==> config.mk <==
export PLATFORM = sky130hd
export DESIGN_NAME = opdec_core
export DESIGN_NICKNAME = d
export VERILOG_FILES = /design/src/opdec_pkg.sv /design/src/word_bus_if.sv /design/src/opdec_split.sv /design/src/opdec_core.sv
export SDC_FILE = /design/constraint.sdc
export NUM_CORES = 1
export LEC_CHECK = 0
export BUFFER_PORTS_ARGS = -buffer_cell sky130_fd_sc_hd__buf_2
export CORE_ASPECT_RATIO = 1.2
export CORE_MARGIN = 2
export CORE_UTILIZATION = 48
export CTS_CLUSTER_DIAMETER = 200
export DETAILED_ROUTE_END_ITERATION = 10
export PLACE_DENSITY = 0.76
export SYNTH_ARGS = -nofsm -noshare
export SYNTH_HDL_FRONTEND = slang
export SYNTH_HIERARCHICAL = 1
export SYNTH_SLANG_ARGS = --single-unit
==> constraint.sdc <==
create_clock -name clk -period 2.31 [get_ports clk]
set_clock_uncertainty 0.1 [all_clocks]
set_input_delay 0.693 -clock clk [delete_from_list [all_inputs] [get_ports clk]]
set_output_delay 0.693 -clock clk [all_outputs]
set_load 0.02 [all_outputs]
==> src/opdec_pkg.sv <==
// Package of opcode map constants for the nibble core decoder
package opdec_pkg;
  localparam int unsigned WORD_W = 10;
  localparam int unsigned COL_W = 6;
  localparam int unsigned ROW_W = 4;
  localparam int unsigned NIB_W = 4;
  localparam logic [3:0] NIB_RESET = 4'h0;
  // First-word opcodes (column, row) packed as 10-bit words
  localparam logic [9:0] OP_NO_OPERATION = 10'h000;
  localparam logic [9:0] OP_SOFTWARE_SYSTEM_RESET = 10'h001;
  localparam logic [9:0] OP_ENTER_CLOCK_OPERATING = 10'h002;
  localparam logic [9:0] OP_SKIP_ON_POWERDOWN_FLAG = 10'h003;
  localparam logic [9:0] OP_ENTER_RAM_BACKUP = 10'h008;
  localparam logic [9:0] OP_SKIP_EQUAL_IMMEDIATE = 10'h025;
  localparam logic [9:0] OP_SKIP_PORT_BIT_ZERO = 10'h024;
  localparam logic [9:0] OP_CLEAR_HIGH_REF = 10'h058;
  localparam logic [9:0] OP_SET_HIGH_REF = 10'h059;
  localparam logic [9:0] OP_ARM_POWER_DOWN = 10'h05B;
  localparam logic [9:0] OP_WRITE_CLOCK_RANGE = 10'h209;
  localparam logic [9:0] OP_WRITE_LCD_CTRL_ONE = 10'h20A;
  localparam logic [9:0] OP_WRITE_LCD_CTRL_TWO = 10'h20B;
  localparam logic [9:0] OP_WRITE_LCD_CTRL_THREE = 10'h20C;
  localparam logic [9:0] OP_WRITE_CLOCK_MODE = 10'h216;
  localparam logic [9:0] OP_READ_LCD_CTRL_ONE = 10'h24A;
  localparam logic [9:0] OP_READ_CLOCK_MODE = 10'h252;
  localparam logic [9:0] OP_ENABLE_VOLTAGE_DROP = 10'h293;
  localparam logic [9:0] OP_SELECT_RC_OSC = 10'h29B;
  localparam logic [9:0] OP_WATCHDOG_DISABLE_PREP = 10'h29C;
  localparam logic [9:0] OP_WATCHDOG_SERVICE = 10'h2A0;
  localparam logic [9:0] OP_WRITE_LCD_CFG_ONE = 10'h2A8;
  localparam logic [9:0] OP_WRITE_LCD_CFG_TWO = 10'h2A9;
  // Two-word first-word columns
  localparam logic [5:0] COL_INDIRECT_PAGE_JUMP = 6'h01;
  localparam logic [5:0] COL_INDIRECT_PAGE_CALL = 6'h03;
  localparam logic [5:0] COL_LONG_CALL_LO = 6'h0C;
  localparam logic [5:0] COL_LONG_CALL_HI = 6'h0D;
  localparam logic [5:0] COL_LONG_JUMP_LO = 6'h0E;
  localparam logic [5:0] COL_LONG_JUMP_HI = 6'h0F;
  localparam logic [3:0] ROW_ZERO = 4'h0;
  // Second-word fields
  localparam int unsigned SW_TOP = 9;
  localparam int unsigned SW_PAGE_HI = 8;
  localparam int unsigned SW_PAGE_LO = 7;
  localparam logic [1:0] SW_IND_ZERO = 2'h0;
  localparam logic [5:0] SW_SEA_PREFIX = 6'h07;
  localparam logic [9:0] SW_SZD_FIXED = 10'h02B;
  typedef enum logic [2:0]
  {
    K_NONE = 3'h0,
    K_LONG_JUMP = 3'h1,
    K_LONG_CALL = 3'h2,
    K_IND_JUMP = 3'h3,
    K_IND_CALL = 3'h4,
    K_SEA = 3'h5,
    K_SZD = 3'h6
  } twoword_e;
endpackage

==> src/word_bus_if.sv <==
// Interface carrying a fetched word and its split fields between modules
`timescale 1ns/1ns
interface word_bus_if;
  logic [9:0] word;
  logic [5:0] col;
  logic [3:0] row;
  logic [2:0] two_kind;
  modport splitter
  (
    input word,
    output col,
    output row,
    output two_kind
  );
  modport user
  (
    output word,
    input col,
    input row,
    input two_kind
  );
endinterface

==> src/opdec_split.sv <==
// Splits an instruction word into map column, row and two-word class
`timescale 1ns/1ns
module opdec_split
(
  word_bus_if.splitter wb
);
  always_comb
  begin
    wb.col = wb.word[9:4];
    wb.row = wb.word[3:0];
    wb.two_kind = opdec_pkg::K_NONE;
    // Two-word detection from the first word alone
    if (wb.col == opdec_pkg::COL_LONG_JUMP_LO || wb.col == opdec_pkg::COL_LONG_JUMP_HI)
    begin
      wb.two_kind = opdec_pkg::K_LONG_JUMP;
    end
    else if (wb.col == opdec_pkg::COL_LONG_CALL_LO || wb.col == opdec_pkg::COL_LONG_CALL_HI)
    begin
      wb.two_kind = opdec_pkg::K_LONG_CALL;
    end
    else if (wb.col == opdec_pkg::COL_INDIRECT_PAGE_JUMP && wb.row == opdec_pkg::ROW_ZERO)
    begin
      wb.two_kind = opdec_pkg::K_IND_JUMP;
    end
    else if (wb.col == opdec_pkg::COL_INDIRECT_PAGE_CALL && wb.row == opdec_pkg::ROW_ZERO)
    begin
      wb.two_kind = opdec_pkg::K_IND_CALL;
    end
    else if (wb.word == opdec_pkg::OP_SKIP_EQUAL_IMMEDIATE)
    begin
      wb.two_kind = opdec_pkg::K_SEA;
    end
    else if (wb.word == opdec_pkg::OP_SKIP_PORT_BIT_ZERO)
    begin
      wb.two_kind = opdec_pkg::K_SZD;
    end
  end
endmodule

==> src/opdec_core.sv <==
// Instruction decoder for system, clock and LCD control instructions
`timescale 1ns/1ns
module opdec_core
#(
  parameter bit HAS_VDET = 1'b1
)
(
  input wire logic clk,
  input wire logic rst,
  input wire logic word_valid,
  input wire logic [9:0] word_in,
  input wire logic [3:0] acc_in,
  input wire logic powerdown_flag,
  input wire logic watchdog_flag_first,
  output logic exec_q,
  output logic skipped_q,
  output logic operand_q,
  output logic pc_advance_q,
  output logic system_reset_q,
  output logic enter_clock_operating_mode_q,
  output logic enter_ram_backup_mode_q,
  output logic watchdog_flag_clear_q,
  output logic watchdog_stop_q,
  output logic high_ref_enable_flag_q,
  output logic voltage_drop_detect_en_q,
  output logic rc_osc_selected_q,
  output logic onchip_osc_stop_q,
  output logic acc_load_q,
  output logic [3:0] acc_out_q,
  output logic [3:0] clock_mode_register_q,
  output logic [3:0] clock_range_register_q,
  output logic [3:0] lcd_control_reg_one_q,
  output logic [3:0] lcd_control_reg_two_q,
  output logic [3:0] lcd_control_reg_three_q,
  output logic [3:0] lcd_config_reg_one_q,
  output logic [3:0] lcd_config_reg_two_q,
  output logic [2:0] op2_kind_q,
  output logic [9:0] op2_word_q,
  output logic op2_format_ok_q
);
  // ***************************************************************
  // Word split
  // ***************************************************************
  word_bus_if wb();
  assign wb.word = word_in;
  opdec_split u_split
  (
    .wb(wb)
  );

  // ***************************************************************
  // Sequencing state
  // ***************************************************************
  typedef enum logic [1:0]
  {
    S_FIRST = 2'b00,
    S_OPERAND = 2'b01,
    S_SKIP = 2'b11
  } seq_e;

  seq_e seq_q;
  seq_e seq_d;
  logic [2:0] kind_q;
  logic [2:0] kind_d;
  logic armed_q;
  logic armed_d;
  logic wdt_prep_q;
  logic wdt_prep_d;
  logic skip_next;
  logic is_exec;

  always_comb
  begin
    seq_d = seq_q;
    kind_d = kind_q;
    armed_d = armed_q;
    wdt_prep_d = wdt_prep_q;
    skip_next = 1'b0;
    is_exec = 1'b0;
    if (word_valid)
    begin
      case (seq_q)
        S_FIRST:
        begin
          is_exec = 1'b1;
          // Arming and disable-prep only reach the very next instruction
          armed_d = (word_in == opdec_pkg::OP_ARM_POWER_DOWN);
          wdt_prep_d = (word_in == opdec_pkg::OP_WATCHDOG_DISABLE_PREP);
          if ((word_in == opdec_pkg::OP_SKIP_ON_POWERDOWN_FLAG && powerdown_flag)
            || (word_in == opdec_pkg::OP_WATCHDOG_SERVICE && watchdog_flag_first))
          begin
            skip_next = 1'b1;
          end
          if (wb.two_kind != opdec_pkg::K_NONE)
          begin
            seq_d = S_OPERAND;
            kind_d = wb.two_kind;
          end
          else if (skip_next)
          begin
            seq_d = S_SKIP;
          end
        end
        S_OPERAND:
        begin
          seq_d = S_FIRST;
          kind_d = opdec_pkg::K_NONE;
        end
        S_SKIP:
        begin
          // Fetched, not executed; kind_q marks a skipped two-word operand still due
          armed_d = 1'b0;
          wdt_prep_d = 1'b0;
          if (kind_q == opdec_pkg::K_NONE && wb.two_kind != opdec_pkg::K_NONE)
          begin
            seq_d = S_SKIP;
            kind_d = wb.two_kind;
          end
          else
          begin
            seq_d = S_FIRST;
            kind_d = opdec_pkg::K_NONE;
          end
        end
        default: seq_d = S_FIRST;
      endcase
    end
  end

  always_ff @(posedge clk)
  begin
    if (rst)
    begin
      seq_q <= S_FIRST;
      kind_q <= opdec_pkg::K_NONE;
      armed_q <= 1'b0;
      wdt_prep_q <= 1'b0;
    end
    else
    begin
      seq_q <= seq_d;
      kind_q <= kind_d;
      armed_q <= armed_d;
      wdt_prep_q <= wdt_prep_d;
    end
  end

  // ***************************************************************
  // Execution effects
  // ***************************************************************
  logic exec_d;
  logic skipped_d;
  logic operand_d;
  logic sysrst_d;
  logic clkop_d;
  logic backup_d;
  logic wdclr_d;
  logic wdstop_d;
  logic hiref_d;
  logic vdet_d;
  logic rcsel_d;
  logic acc_load_d;
  logic [3:0] acc_d;
  logic [3:0] mode_d;
  logic [3:0] range_d;
  logic [3:0] l1_d;
  logic [3:0] l2_d;
  logic [3:0] l3_d;
  logic [3:0] c1_d;
  logic [3:0] c2_d;
  logic [2:0] op2k_d;
  logic [9:0] op2w_d;
  logic op2ok_d;

  always_comb
  begin
    exec_d = is_exec;
    skipped_d = word_valid && seq_q == S_SKIP;
    operand_d = word_valid && seq_q == S_OPERAND;
    sysrst_d = 1'b0;
    clkop_d = 1'b0;
    backup_d = 1'b0;
    wdclr_d = 1'b0;
    wdstop_d = watchdog_stop_q;
    hiref_d = high_ref_enable_flag_q;
    vdet_d = voltage_drop_detect_en_q;
    rcsel_d = rc_osc_selected_q;
    acc_load_d = 1'b0;
    acc_d = acc_out_q;
    mode_d = clock_mode_register_q;
    range_d = clock_range_register_q;
    l1_d = lcd_control_reg_one_q;
    l2_d = lcd_control_reg_two_q;
    l3_d = lcd_control_reg_three_q;
    c1_d = lcd_config_reg_one_q;
    c2_d = lcd_config_reg_two_q;
    op2k_d = op2_kind_q;
    op2w_d = op2_word_q;
    op2ok_d = op2_format_ok_q;
    // The all-zero word falls through every branch: the PC moves and arming and disable-prep lapse
    if (is_exec)
    begin
      // Every control instruction here completes in this one cycle
      case (word_in)
        opdec_pkg::OP_SOFTWARE_SYSTEM_RESET: sysrst_d = 1'b1;
        opdec_pkg::OP_ENTER_CLOCK_OPERATING: clkop_d = armed_q;
        opdec_pkg::OP_ENTER_RAM_BACKUP: backup_d = armed_q;
        opdec_pkg::OP_WATCHDOG_SERVICE:
        begin
          wdclr_d = watchdog_flag_first;
          if (wdt_prep_q)
          begin
            wdstop_d = 1'b1;
          end
        end
        opdec_pkg::OP_CLEAR_HIGH_REF: hiref_d = 1'b0;
        opdec_pkg::OP_SET_HIGH_REF: hiref_d = 1'b1;
        opdec_pkg::OP_ENABLE_VOLTAGE_DROP: vdet_d = HAS_VDET;
        opdec_pkg::OP_SELECT_RC_OSC: rcsel_d = 1'b1;
        opdec_pkg::OP_READ_CLOCK_MODE:
        begin
          acc_load_d = 1'b1;
          acc_d = clock_mode_register_q;
        end
        opdec_pkg::OP_WRITE_CLOCK_MODE: mode_d = acc_in;
        opdec_pkg::OP_WRITE_CLOCK_RANGE: range_d = acc_in;
        opdec_pkg::OP_READ_LCD_CTRL_ONE:
        begin
          acc_load_d = 1'b1;
          acc_d = lcd_control_reg_one_q;
        end
        opdec_pkg::OP_WRITE_LCD_CTRL_ONE: l1_d = acc_in;
        opdec_pkg::OP_WRITE_LCD_CTRL_TWO: l2_d = acc_in;
        opdec_pkg::OP_WRITE_LCD_CTRL_THREE: l3_d = acc_in;
        opdec_pkg::OP_WRITE_LCD_CFG_ONE: c1_d = acc_in;
        opdec_pkg::OP_WRITE_LCD_CFG_TWO: c2_d = acc_in;
        default: acc_load_d = 1'b0;
      endcase
    end
    // Operand word is checked against the format of its first word
    if (operand_d)
    begin
      op2k_d = kind_q;
      op2w_d = word_in;
      case (kind_q)
        opdec_pkg::K_LONG_JUMP, opdec_pkg::K_LONG_CALL:
          op2ok_d = word_in[opdec_pkg::SW_TOP];
        opdec_pkg::K_IND_JUMP, opdec_pkg::K_IND_CALL:
          op2ok_d = word_in[opdec_pkg::SW_TOP]
            && word_in[5:4] == opdec_pkg::SW_IND_ZERO;
        opdec_pkg::K_SEA: op2ok_d = word_in[9:4] == opdec_pkg::SW_SEA_PREFIX;
        opdec_pkg::K_SZD: op2ok_d = word_in == opdec_pkg::SW_SZD_FIXED;
        default: op2ok_d = 1'b0;
      endcase
    end
  end

  always_ff @(posedge clk)
  begin
    if (rst)
    begin
      exec_q <= 1'b0;
      skipped_q <= 1'b0;
      operand_q <= 1'b0;
      pc_advance_q <= 1'b0;
      system_reset_q <= 1'b0;
      enter_clock_operating_mode_q <= 1'b0;
      enter_ram_backup_mode_q <= 1'b0;
      watchdog_flag_clear_q <= 1'b0;
      watchdog_stop_q <= 1'b0;
      high_ref_enable_flag_q <= 1'b0;
      voltage_drop_detect_en_q <= 1'b0;
      rc_osc_selected_q <= 1'b0;
      onchip_osc_stop_q <= 1'b0;
      acc_load_q <= 1'b0;
      acc_out_q <= opdec_pkg::NIB_RESET;
      clock_mode_register_q <= opdec_pkg::NIB_RESET;
      clock_range_register_q <= opdec_pkg::NIB_RESET;
      lcd_control_reg_one_q <= opdec_pkg::NIB_RESET;
      lcd_control_reg_two_q <= opdec_pkg::NIB_RESET;
      lcd_control_reg_three_q <= opdec_pkg::NIB_RESET;
      lcd_config_reg_one_q <= opdec_pkg::NIB_RESET;
      lcd_config_reg_two_q <= opdec_pkg::NIB_RESET;
      op2_kind_q <= opdec_pkg::K_NONE;
      op2_word_q <= 10'h000;
      op2_format_ok_q <= 1'b0;
    end
    else
    begin
      exec_q <= exec_d;
      skipped_q <= skipped_d;
      operand_q <= operand_d;
      pc_advance_q <= word_valid;
      system_reset_q <= sysrst_d;
      enter_clock_operating_mode_q <= clkop_d;
      enter_ram_backup_mode_q <= backup_d;
      watchdog_flag_clear_q <= wdclr_d;
      watchdog_stop_q <= wdstop_d;
      high_ref_enable_flag_q <= hiref_d;
      voltage_drop_detect_en_q <= vdet_d;
      rc_osc_selected_q <= rcsel_d;
      onchip_osc_stop_q <= rcsel_d;
      acc_load_q <= acc_load_d;
      acc_out_q <= acc_d;
      clock_mode_register_q <= mode_d;
      clock_range_register_q <= range_d;
      lcd_control_reg_one_q <= l1_d;
      lcd_control_reg_two_q <= l2_d;
      lcd_control_reg_three_q <= l3_d;
      lcd_config_reg_one_q <= c1_d;
      lcd_config_reg_two_q <= c2_d;
      op2_kind_q <= op2k_d;
      op2_word_q <= op2w_d;
      op2_format_ok_q <= op2ok_d;
    end
  end
endmodule

After elaboration in Yosys (flattened, before gate mapping)
Cells that the tools add are included.

operators by class
  equal/unequal tests = 40
  mux-type cells = 25
  bitwise logic cells = 4
  reductions and logical operators = 42

operators by type and width
  operator                                        count
  == test 10 bit, second input constant           13
  == test 10 x 6 -> 1 bit, second input constant  3
  == test 10 x 7 -> 1 bit, second input constant  3
  AND reduction 2 bit                             13
  == test 6 x 4 -> 1 bit, second input constant   4
  2-to-1 mux 3 bit                                8
  == test 10 x 2 -> 1 bit, second input constant  2
  == test 10 x 1 -> 1 bit, second input constant  1
  == test 10 x 4 -> 1 bit, second input constant  1
  == test 3 bit, second input constant            3
  case mux 3 bit (3 select lines)                 1
  OR reduction 3 bit                              3
  logical AND 1 bit                               8
  case mux 4 bit (2 select lines)                 1
  OR reduction 2 bit                              4
  2-to-1 mux 1 bit                                7
  == test 3 x 2 -> 1 bit, second input constant   2
  == test 6 x 1 -> 1 bit, second input constant   1
  == test 6 x 2 -> 1 bit, second input constant   1
  == test 6 x 3 -> 1 bit, second input constant   1
  2-to-1 mux 2 bit                                3
  case mux 1 bit (2 select lines)                 3
  AND reduction 3 bit                             2
  nonzero test 2 bit                              3
  other kinds (13)                                20

storage, ports and cells
  register bits after elaboration = 66
  input bits = 19
  output and inout bits = 60
  word-level logic and storage cells = 139

Longest topological paths before layout
Gate-level depths: netlist of the first run.

  depth in word-level cells = 11
  gate-level depth with buffers = 8
  gate-level depth less buffers = 7

Hierarchy
Netlist of the first run, hierarchy kept.

modules (own cells, without submodules)
  module       instances  cells each  area each (um^2)  seq. area each (um^2)
  opdec_core   1          321         2934.1            1321.3
  opdec_split  1          26          198.9             0.0

Worst setup path after synthesis of the first run
Ideal clock, no wire load.

  path type = input -> register
  start = input port word_in[5]
  end = register seq_q[0]
  setup time = 120 ps
  arrival time = 2073 ps
  required time = 2090 ps
  slack = 17 ps
  cell stages on the path = 7
  buffers on the path = 0
  cells stage by stage = and4b_1 nand3_1 nand3_1 or4b_2 a41oi_1 nand2_1 o2bb2ai_1

between the ends
  elaborated cells between the ends (all ways) = 33
  classes of those cells = 11 x eq/ne; 12 x mux; 10 x reduce/logical

RTL lines
  element                                                                   RTL line                              source
  from (decl)                                                               opdec_core.sv:11                      input wire logic [9:0] word_in,
  == test 10 x 6 -> 1 bit / == test 6 x 2 -> 1 bit (equally long branches)  opdec_split.sv:29, opdec_split.sv:25
  2-to-1 mux 3 bit / logical AND 1 bit (equally long branches)              opdec_split.sv:29, opdec_split.sv:25
  2-to-1 mux 3 bit                                                          opdec_split.sv:25                     else if (wb.col == opdec_pkg::COL_INDIRECT_PAGE_CALL && wb.row == opdec_pkg::ROW_ZERO)
  2-to-1 mux 3 bit                                                          opdec_split.sv:21                     else if (wb.col == opdec_pkg::COL_INDIRECT_PAGE_JUMP && wb.row == opdec_pkg::ROW_ZERO)
  2-to-1 mux 3 bit                                                          opdec_split.sv:17                     else if (wb.col == opdec_pkg::COL_LONG_CALL_LO || wb.col == opdec_pkg::COL_LONG_CALL_HI)
  2-to-1 mux 3 bit *                                                        opdec_split.sv:13                     if (wb.col == opdec_pkg::COL_LONG_JUMP_LO || wb.col == opdec_pkg::COL_LONG_JUMP_HI)
  named net wb.two_kind[0]                                                  word_bus_if.sv:7                      logic [2:0] two_kind;
  nonzero test 3 bit *                                                      opdec_core.sv:94, opdec_core.sv:114
  logical AND 1 bit                                                         opdec_core.sv:114                     if (kind_q == opdec_pkg::K_NONE && wb.two_kind != opdec_pkg::K_NONE)
  2-to-1 mux 2 bit                                                          opdec_core.sv:114
  case mux 2 bit (2 select lines)                                           opdec_core.sv:82                      case (seq_q)
  to (signal assigned)                                                      opdec_core.sv:141                     seq_q <= seq_d;
  to (decl)                                                                 opdec_core.sv:61                      seq_e seq_q;

Mark *: on every way through the listed nets, which the timed path passes. The rest lies on a longest branch. The select of a mux whose other input is x is not followed.
A chain may end at the register's enable or synchronous reset.

Worst setup path after layout of the first run
  start = input port word_in[4]
  end = register seq_q[0]

The elaborated chain is that of the path after synthesis.

==> results of run 1 <==
-- state kept, by name, summed over array words and instances, names as in the netlist, 2 cells and up --
| signal | flops |
|---|---|
| lcd_control_reg_two_q | 4 |
| lcd_control_reg_three_q | 4 |
| clock_mode_register_q | 4 |
| lcd_config_reg_two_q | 4 |
| clock_range_register_q | 4 |
| seq_q | 2 |
| lcd_config_reg_one_q | 4 |
| kind_q | 3 |
| lcd_control_reg_one_q | 4 |
| op2_kind_q | 3 |
| op2_word_q | 10 |
| acc_out_q | 4 |
-- final cells by class --
class / instances / area (um^2)
fill: 538 / 2245
multi-input combinational: 242 / 1590
sequential: 66 / 1321
timing repair buffer: 109 / 623.1
clock buffer: 9 / 123.9
tap: 82 / 102.6
clock inverter: 7 / 68.82
inverter: 4 / 15.01
-- power by group through the flow --
stage,Sequential (mW),Combinational (mW),Clock [mW]
2_1_floorplan,1.22,0.212,0
3_3_place_gp,1.20,0.350,0
3_5_place_dp,1.20,0.357,0
4_1_cts,1.18,0.358,0.964
5_1_grt,1.18,0.399,1.00
6_report,1.18,0.368,0.946
-- tightest hold or removal path: cells and delay by family (launching register included) --
kind	cells	cell delay, ns
DFF	1	0.31
and+or+nand+nor	1	0.05
AOI/OAI and AO/OA	1	0.05
-- final timing paths --
| kind | startpoint | end | slack (ns) | cells past startpoint |
|---|---|---|---|---|
| worst max-delay path | word_in[4] | seq_q[0] | 0.03 | 8 |
| worst min-delay path | op2_kind_q[2] | op2_kind_q[2] | 0.35 | 2 |
| worst max register to register | seq_q[0] | seq_q[0] | 0.18 | 6 |
| worst min register to register | op2_kind_q[2] | op2_kind_q[2] | 0.35 | 2 |
-- what timing repair did --
action | 4_1_cts | 5_1_grt
resized for setup | 0 | 1
hold endpoints to repair | 0 | 0
endpoints found under the setup margin | 0 | 2
-- per-layer routing --
layer	track usage	wire length [um]	vias to the layer above
li1	-	-	1380
met1	0.2582	3258	1311
met2	0.4086	4009	105
met3	0.04274	466	21
met4	0.1288	201	0
met5	0	0	-
==> qor.csv, run 1 <==
metric,value,unit
status,completed,
ir_drop,0.4445,mV
slowest_delay,0.69,ns
clk_pin_slew,0.07,ns
report.final.slew_viol_count,0,
cp_common_cell,nand3_1,
ant_nets,0,
place_ws,-0.2741,ns
stdcell_area,3845,um^2
vias,2817,
synth.cell_area,3058,um^2
ctsHoldBuffers,0,
combPwrFrac,0.148,
finalHoldViolations,0,
slew-limit-headroom,0.6542,
die_x,76.86,um
endpoint_kind,flip-flop,
power.share.clock,0.380,
finalCritPeriodShare,0.9881,
cts_root_buffer,clkbuf_8,
p_seq_frac,0.473,
grt_pass1_wl,13070,um
antenna_found_initial,0,
maxCapViolCount,0,
cp_slowest_cell,or4b_2,
setup_tns,0,ns
area_delta_synth_final,25.74,%
tightest_slew,0.5116,ns
core_area,6090,um^2
post_cts_buffers,0,
layout_common_cells,"buf_2, dfxtp_1, nor2_1",
arrival,2.44,ns
fin_util,0.6314,
finalNetCount,454,
gp_congestion,0.9273,
clk_latency,0.34,ns
cts-buffers-inserted,9,
start_kind,input pin,
layout_min_cycle_time,2.282,ns
ioPinCount,79,
routed_wl,7935,um
grtUsageTotal,0.2310,
min_path_type,flip-flop to flip-flop,
drc,0,
cts_tree,done,
swShare,0.2788,
dp.cells,503,
clk_path_buf_depth,2,
p_switching,694.6,uW
worstPathMaxFanout,7,
port_buffers,78,
setup_ws,0.02754,ns
drtIter0Drc,146,
dieArea,7028,um^2
grt_pass1_vias,2806,
crit_chain,buf_2 > and4b_1 > nand3_1 > nand3_1 > or4b_2 > a41oi_2 > a21oi_1 > o2bb2ai_1,
cts_sinks,66,
cts_max_level,3,
p_leak,1.804,nW
p_per_area,648.0,nW/um^2
synth_nets,359,
drive_above_1_share,0.3227,
synth.avg_cell_area,9.074,um^2
cp_top_family,simple AND/OR/NAND/NOR gates,
grt_overflow,0,
hpwl,6025,um
hold-worst-slack,0.3530,ns
total_power,2.492,mW
intPower,1.797,mW
final_cell_count_no_fill,519,
worstSetupPathType,input pin to flip-flop,
fp-row-count,31,
start_util,0.5022,
viasPerCell,5.428,
synth_warnings,6,
wl_per_cell,15.29,um
post_dp_cell_area,3645,um^2
layout_commonest_cell,buf_2,
grt_max_degree,37,
finalSetupViolCount,0,
clock.fmax,438.1,MHz
first_pass_iters,4,
die_h,91.44,um
required,2.47,ns
antenna_cells,0,
synth_cells,337,
cp.buffers_inverters,1,
Note: power is estimated with default switching activity, not from simulation.
==> run 2: changes to the inputs <==
--- a/config.mk
+++ b/config.mk
@@ -8,10 +8,10 @@
 export BUFFER_PORTS_ARGS = -buffer_cell sky130_fd_sc_hd__buf_2
 export CORE_ASPECT_RATIO = 1.2
 export CORE_MARGIN = 2
-export CORE_UTILIZATION = 48
+export CORE_UTILIZATION = 53
 export CTS_CLUSTER_DIAMETER = 200
 export DETAILED_ROUTE_END_ITERATION = 10
-export PLACE_DENSITY = 0.76
+export PLACE_DENSITY = 0.8
 export SYNTH_ARGS = -nofsm -noshare
 export SYNTH_HDL_FRONTEND = slang
 export SYNTH_HIERARCHICAL = 1
==> constraint.sdc (replaced) <==
create_clock -name clk -period 2.11 [get_ports clk]
set_clock_uncertainty 0.1 [all_clocks]
set_input_delay 0.633 -clock clk [delete_from_list [all_inputs] [get_ports clk]]
set_output_delay 0.633 -clock clk [all_outputs]
set_load 0.02 [all_outputs]
==> run 2 against run 1 <==
  * Utilization rose by 5.6 points
  * Non-clock buffer count rose by 6
  * Global-route usage rose by 2.9 points
  * First-iteration DRC count fell by 20%
  * Clock-buffer cell count rose by 4
  * Register-to-register slack got worse by 0.06 ns
  * Combinational power rose by 12%
  * Wire length fell by 0.63%
  * Total power rose by 5.3%
  * Via count rose by 1.5%
  * Critical path type is now flip-flop to flip-flop
  * Critical endpoint is now acc_out_q[2]
  * Largest cell class unchanged
  * Largest power group unchanged
==> qor.csv, run 2 (synthesized netlist as in run 1, its figures left out) <==
metric,value,unit
status,completed,
top_register,op2_word_q,
top_usage_layer,met2,
swShare,0.2689,
clk_pin_slew,0.06,ns
rsz0062_at_grt,no,
report.final.slew_viol_count,0,
drc,0,
finalNetCount,460,
combPwrFrac,0.157,
antenna_cells,0,
ant_nets,0,
fp-row-count,30,
p_switching,705.5,uW
cts-buffers-inserted,9,
setup_tns,0,ns
clk_latency,0.33,ns
power.share.clock,0.351,
grt_overflow,0,
start_kind,flip-flop,
cts_max_level,3,
drive_above_1_share,0.3303,
holdPathStages,2,
die_x,73.34,um
dieArea,6396,um^2
ioPinCount,79,
required,2.26,ns
grt_max_degree,21,
finalCritPeriodShare,0.9452,
start_util,0.5431,
vias,2860,
ir_drop,0.3983,mV
met2_usage,0.4603,
fin_util,0.6878,
slew-limit-headroom,0.6763,
stdcell_area,3872,um^2
worstSetupPathType,flip-flop to flip-flop,
met3_usage,0.06829,
cts_root_buffer,clkbuf_8,
regArea,1321,um^2
finalHoldViolations,0,
clock.fmax,501.4,MHz
intPower,1.918,mW
endpoint_kind,flip-flop,
routed_wl,7885,um
multiInputGateArea,1617,um^2
port_buffers,78,
gp_congestion,0.9054,
grtUsageTotal,0.2597,
antenna_found_initial,0,
maxCapViolCount,0,
layout_min_cycle_time,1.994,ns
layout_common_cells,"buf_2, dfxtp_1, nor2_1",
grtUsageMet1,0.2909,
p_per_area,677.6,nW/um^2
ctsHoldBuffers,0,
p_seq_frac,0.492,
area_delta_synth_final,26.64,%
p_leak,1.830,nW
core_area,5630,um^2
finalSetupViolCount,0,
post_cts_buffers,0,
grt_pass1_vias,2807,
drtIter0Drc,117,
cts_sinks,66,
r2r_cells,6,
fillCellCount,467,
cts_tree,done,
die_h,87.21,um
layout_commonest_cell,buf_2,
min_path_type,flip-flop to flip-flop,
arrival,2.14,ns
hpwl,5971,um
wl_per_cell,15.58,um
tightest_slew,0.4819,ns
worstPathMaxFanout,7,
viasPerCell,5.652,
post_dp_cell_area,3696,um^2
largest_reg_flops,10,
first_pass_iters,4,
clk_path_buf_depth,2,
grt_pass1_wl,12860,um
-- run 2: cell types whose count changed in the layout (fill, tap and decap cells not counted), sizes merged --
cell      previous run  this run
clkinvlp             2         1
buf                109       115
clkbuf               9        13
inv                  5         4
bufinv               1         0
clkinv               3         1
-- run 2: through the flow --
stage	setup WS (ns)	cells	power (mW)	hold slack, ns
3_3_place_gp	-0.1307	491	1.711	0.3392
5_1_grt	0.02424	506	2.731	0.3706
2_1_floorplan	0.004640	337	1.579	0.3318
3_5_place_dp	-0.1740	491	1.720	0.3452
4_1_cts	0.1267	506	2.632	0.3538
6_report	0.1157	506	2.624	0.3520
-- run 2: cell type report --
cell class,count,share of cell area
clock buffer,13,0.04103
clock inverter,2,0.003231
inverter,4,0.003877
multi-input combinational,242,0.4174
sequential,66,0.3412
tap,64,0.02068
timing repair buffer,115,0.1725
-- run 2: final timing paths --
| check | start | end | slack [ns] |
|---|---|---|---|
| setup / recovery | seq_q[0] | acc_out_q[2] | 0.12 |
| hold / removal | op2_word_q[9] | op2_word_q[9] | 0.35 |
| setup reg to reg | seq_q[0] | acc_out_q[2] | 0.12 |
| hold reg to reg | op2_word_q[9] | op2_word_q[9] | 0.35 |
-- run 2: per-layer routing --
layer	up-vias	wire, um
met5	-	0
met4	0	82
met3	9	513
met2	110	4123
met1	1345	3164
li1	1396	-
-- run 2: critical path, stage by stage (launching register included) --
cell and delay [ns]:
dfxtp_1 0.39, inv_1 0.07, ha_1 0.29, and4b_2 0.30, and4_2 0.26, or2_4 0.29, a211oi_1 0.22
-- run 2: power groups by stage --
stage,Clock (mW),Sequential [mW],Combinational (mW)
5_1_grt,0.982,1.29,0.456
4_1_cts,0.937,1.29,0.404
6_report,0.920,1.29,0.413
2_1_floorplan,0,1.33,0.245
3_5_place_dp,0,1.32,0.403
3_3_place_gp,0,1.32,0.395
-- run 2: repair_timing --
item | in CTS | in global routing
endpoints found under the hold margin | 0 | 0
endpoints found under the setup margin | 0 | 1
resized for setup | 0 | 1
==> run 3: changes to the inputs <==
--- a/config.mk
+++ b/config.mk
@@ -6,6 +6,7 @@
 export NUM_CORES = 1
 export LEC_CHECK = 0
 export BUFFER_PORTS_ARGS = -buffer_cell sky130_fd_sc_hd__buf_2
+export CAP_MARGIN = 30
 export CORE_ASPECT_RATIO = 1.2
 export CORE_MARGIN = 2
 export CORE_UTILIZATION = 53
@@ -16,3 +17,4 @@
 export SYNTH_HDL_FRONTEND = slang
 export SYNTH_HIERARCHICAL = 1
 export SYNTH_SLANG_ARGS = --single-unit
+export TNS_END_PERCENT = 10
==> constraint.sdc (replaced) <==
create_clock -name clk -period 2.11 [get_ports clk]
set_clock_uncertainty 0.1 [all_clocks]
set_input_delay 0.633 -clock clk [delete_from_list [all_inputs] [get_ports clk]]
set_output_delay 0.633 -clock clk [all_outputs]
set_load 0.005 [all_outputs]
==> run 3 against run 2 <==
  * Final cell count up 0.99%
  * Sequential power about the same
  * Largest cell class unchanged
  * Hold slack hardly changed
==> qor.csv, run 3 (synthesized netlist as in run 1, its figures left out) <==
metric,value,unit
gp_congestion,0.9365,
crit_chain,buf_2 > nor4_4 > nand4_1 > nand3_1 > or4b_4 > a41oi_2 > nand2_1 > o2bb2ai_1,
arrival,2.12,ns
place_ws,-0.2103,ns
required,2.25,ns
die_x,73.34,um
grtUsageTotal,0.2622,
drive_above_1_share,0.3378,
routed_wl,7963,um
fin_util,0.6947,
antenna_found_initial,0,
drtIter0Drc,113,
combPwrFrac,0.145,
fillCellCount,448,
slew-limit-headroom,0.6347,
top_register,op2_word_q,
post_cts_resized,0,
endpoint_kind,flip-flop,
intPower,2.020,mW
largest_reg_flops,10,
grt_overflow,0,
die_h,87.21,um
min_path_type,flip-flop to flip-flop,
p_leak,1.860,nW
drc,0,
finalNetCount,464,
layout_commonest_cell,buf_2,
rsz0062_at_grt,no,
swShare,0.2692,
ioPinCount,79,
cts_sinks,66,
cts_tree,done,
vias,2871,
worstPathMaxFanout,8,
grt_pass1_wl,12900,um
viasPerCell,5.618,
first_pass_iters,4,
p_seq_frac,0.466,
grt_pass1_vias,2762,
clk_path_buf_depth,2,
r2r_slack,0.14,ns
ant_nets,0,
layout_min_cycle_time,1.980,ns
clk_pin_slew,0.07,ns
grt_max_degree,36,
total_power,2.763,mW
setup_ws,0.1304,ns
antenna_cells,0,
dieArea,6396,um^2
report.final.slew_viol_count,0,
cts_max_level,3,
ctsHoldBuffers,0,
hpwl,5934,um
setup_tns,0,ns
start_util,0.5431,
power.share.clock,0.388,
p_per_area,706.5,nW/um^2
clk_latency,0.35,ns
port_buffers,78,
cp_top_family,simple AND/OR/NAND/NOR gates,
maxCapViolCount,0,
finalCritPeriodShare,0.9382,
slowest_delay,0.57,ns
ir_drop,0.5368,mV
area_delta_synth_final,27.91,%
fp-row-count,30,
finalSetupViolCount,0,
post_cts_buffers,0,
cp_slowest_cell,or4b_4,
finalHoldViolations,0,
start_kind,input pin,
clock.fmax,505.1,MHz
wl_per_cell,15.58,um
p_switching,743.8,uW
cts-buffers-inserted,9,
cp.buffers_inverters,1,
status,completed,
cts_root_buffer,clkbuf_8,
tightest_slew,0.5406,ns
worstSetupPathType,input pin to flip-flop,
core_area,5630,um^2
layout_common_cells,"buf_2, dfxtp_1, nor2_1",
[run 3: final cells by class]
class	instances	area, um^2	share of cell area
clock buffer	10	137.6	0.03519
clock inverter	6	65.06	0.01663
inverter	4	15.01	0.003839
multi-input combinational	242	1594	0.4076
sequential	66	1321	0.3378
tap	64	80.08	0.02047
timing repair buffer	119	698.2	0.1785
[run 3: worst paths after layout]
| kind | from | end | depth (start not counted) |
|---|---|---|---|
| setup / recovery | word_in[6] | seq_q[1] | 8 |
| hold / removal | op2_kind_q[2] | op2_kind_q[2] | 2 |
| setup reg to reg | seq_q[0] | acc_out_q[2] | 6 |
| hold reg to reg | op2_kind_q[2] | op2_kind_q[2] | 2 |
[run 3: power groups by stage]
stage	clock network, mW	logic [mW]	registers (mW)
final	1.07	0.401	1.29
after global placement	0	0.388	1.32
after global routing	1.13	0.439	1.29
after detailed placement	0	0.397	1.32
after floorplan	0	0.241	1.32
after CTS	1.10	0.398	1.29
[run 3: worst register-to-register path, stage by stage, from the launching register on]
cell and delay [ns]:
dfxtp_1 0.40, inv_1 0.06, ha_1 0.24, and4b_2 0.26
and4_2 0.25, or2_2 0.35, a211oi_1 0.23
[run 3: metal layers]
| layer | track usage | share of wire | up-vias |
|---|---|---|---|
| met1 | 0.3083 | 0.42 | 1330 |
| met4 | 0.1488 | 0.025 | 0 |
| li1 | - | - | 1416 |
| met2 | 0.4398 | 0.49 | 109 |
| met3 | 0.05208 | 0.067 | 16 |
| met5 | 0 | 0 | - |
[run 3: per-stage QoR]
stage,hold slack [ns],area [um^2],cells
final,0.3522,3911,511
after CTS,0.3547,3911,511
after global routing,0.3671,3911,511
after detailed placement,0.3446,3709,495
after floorplan,0.3318,3069,337
after global placement,0.3398,3709,495
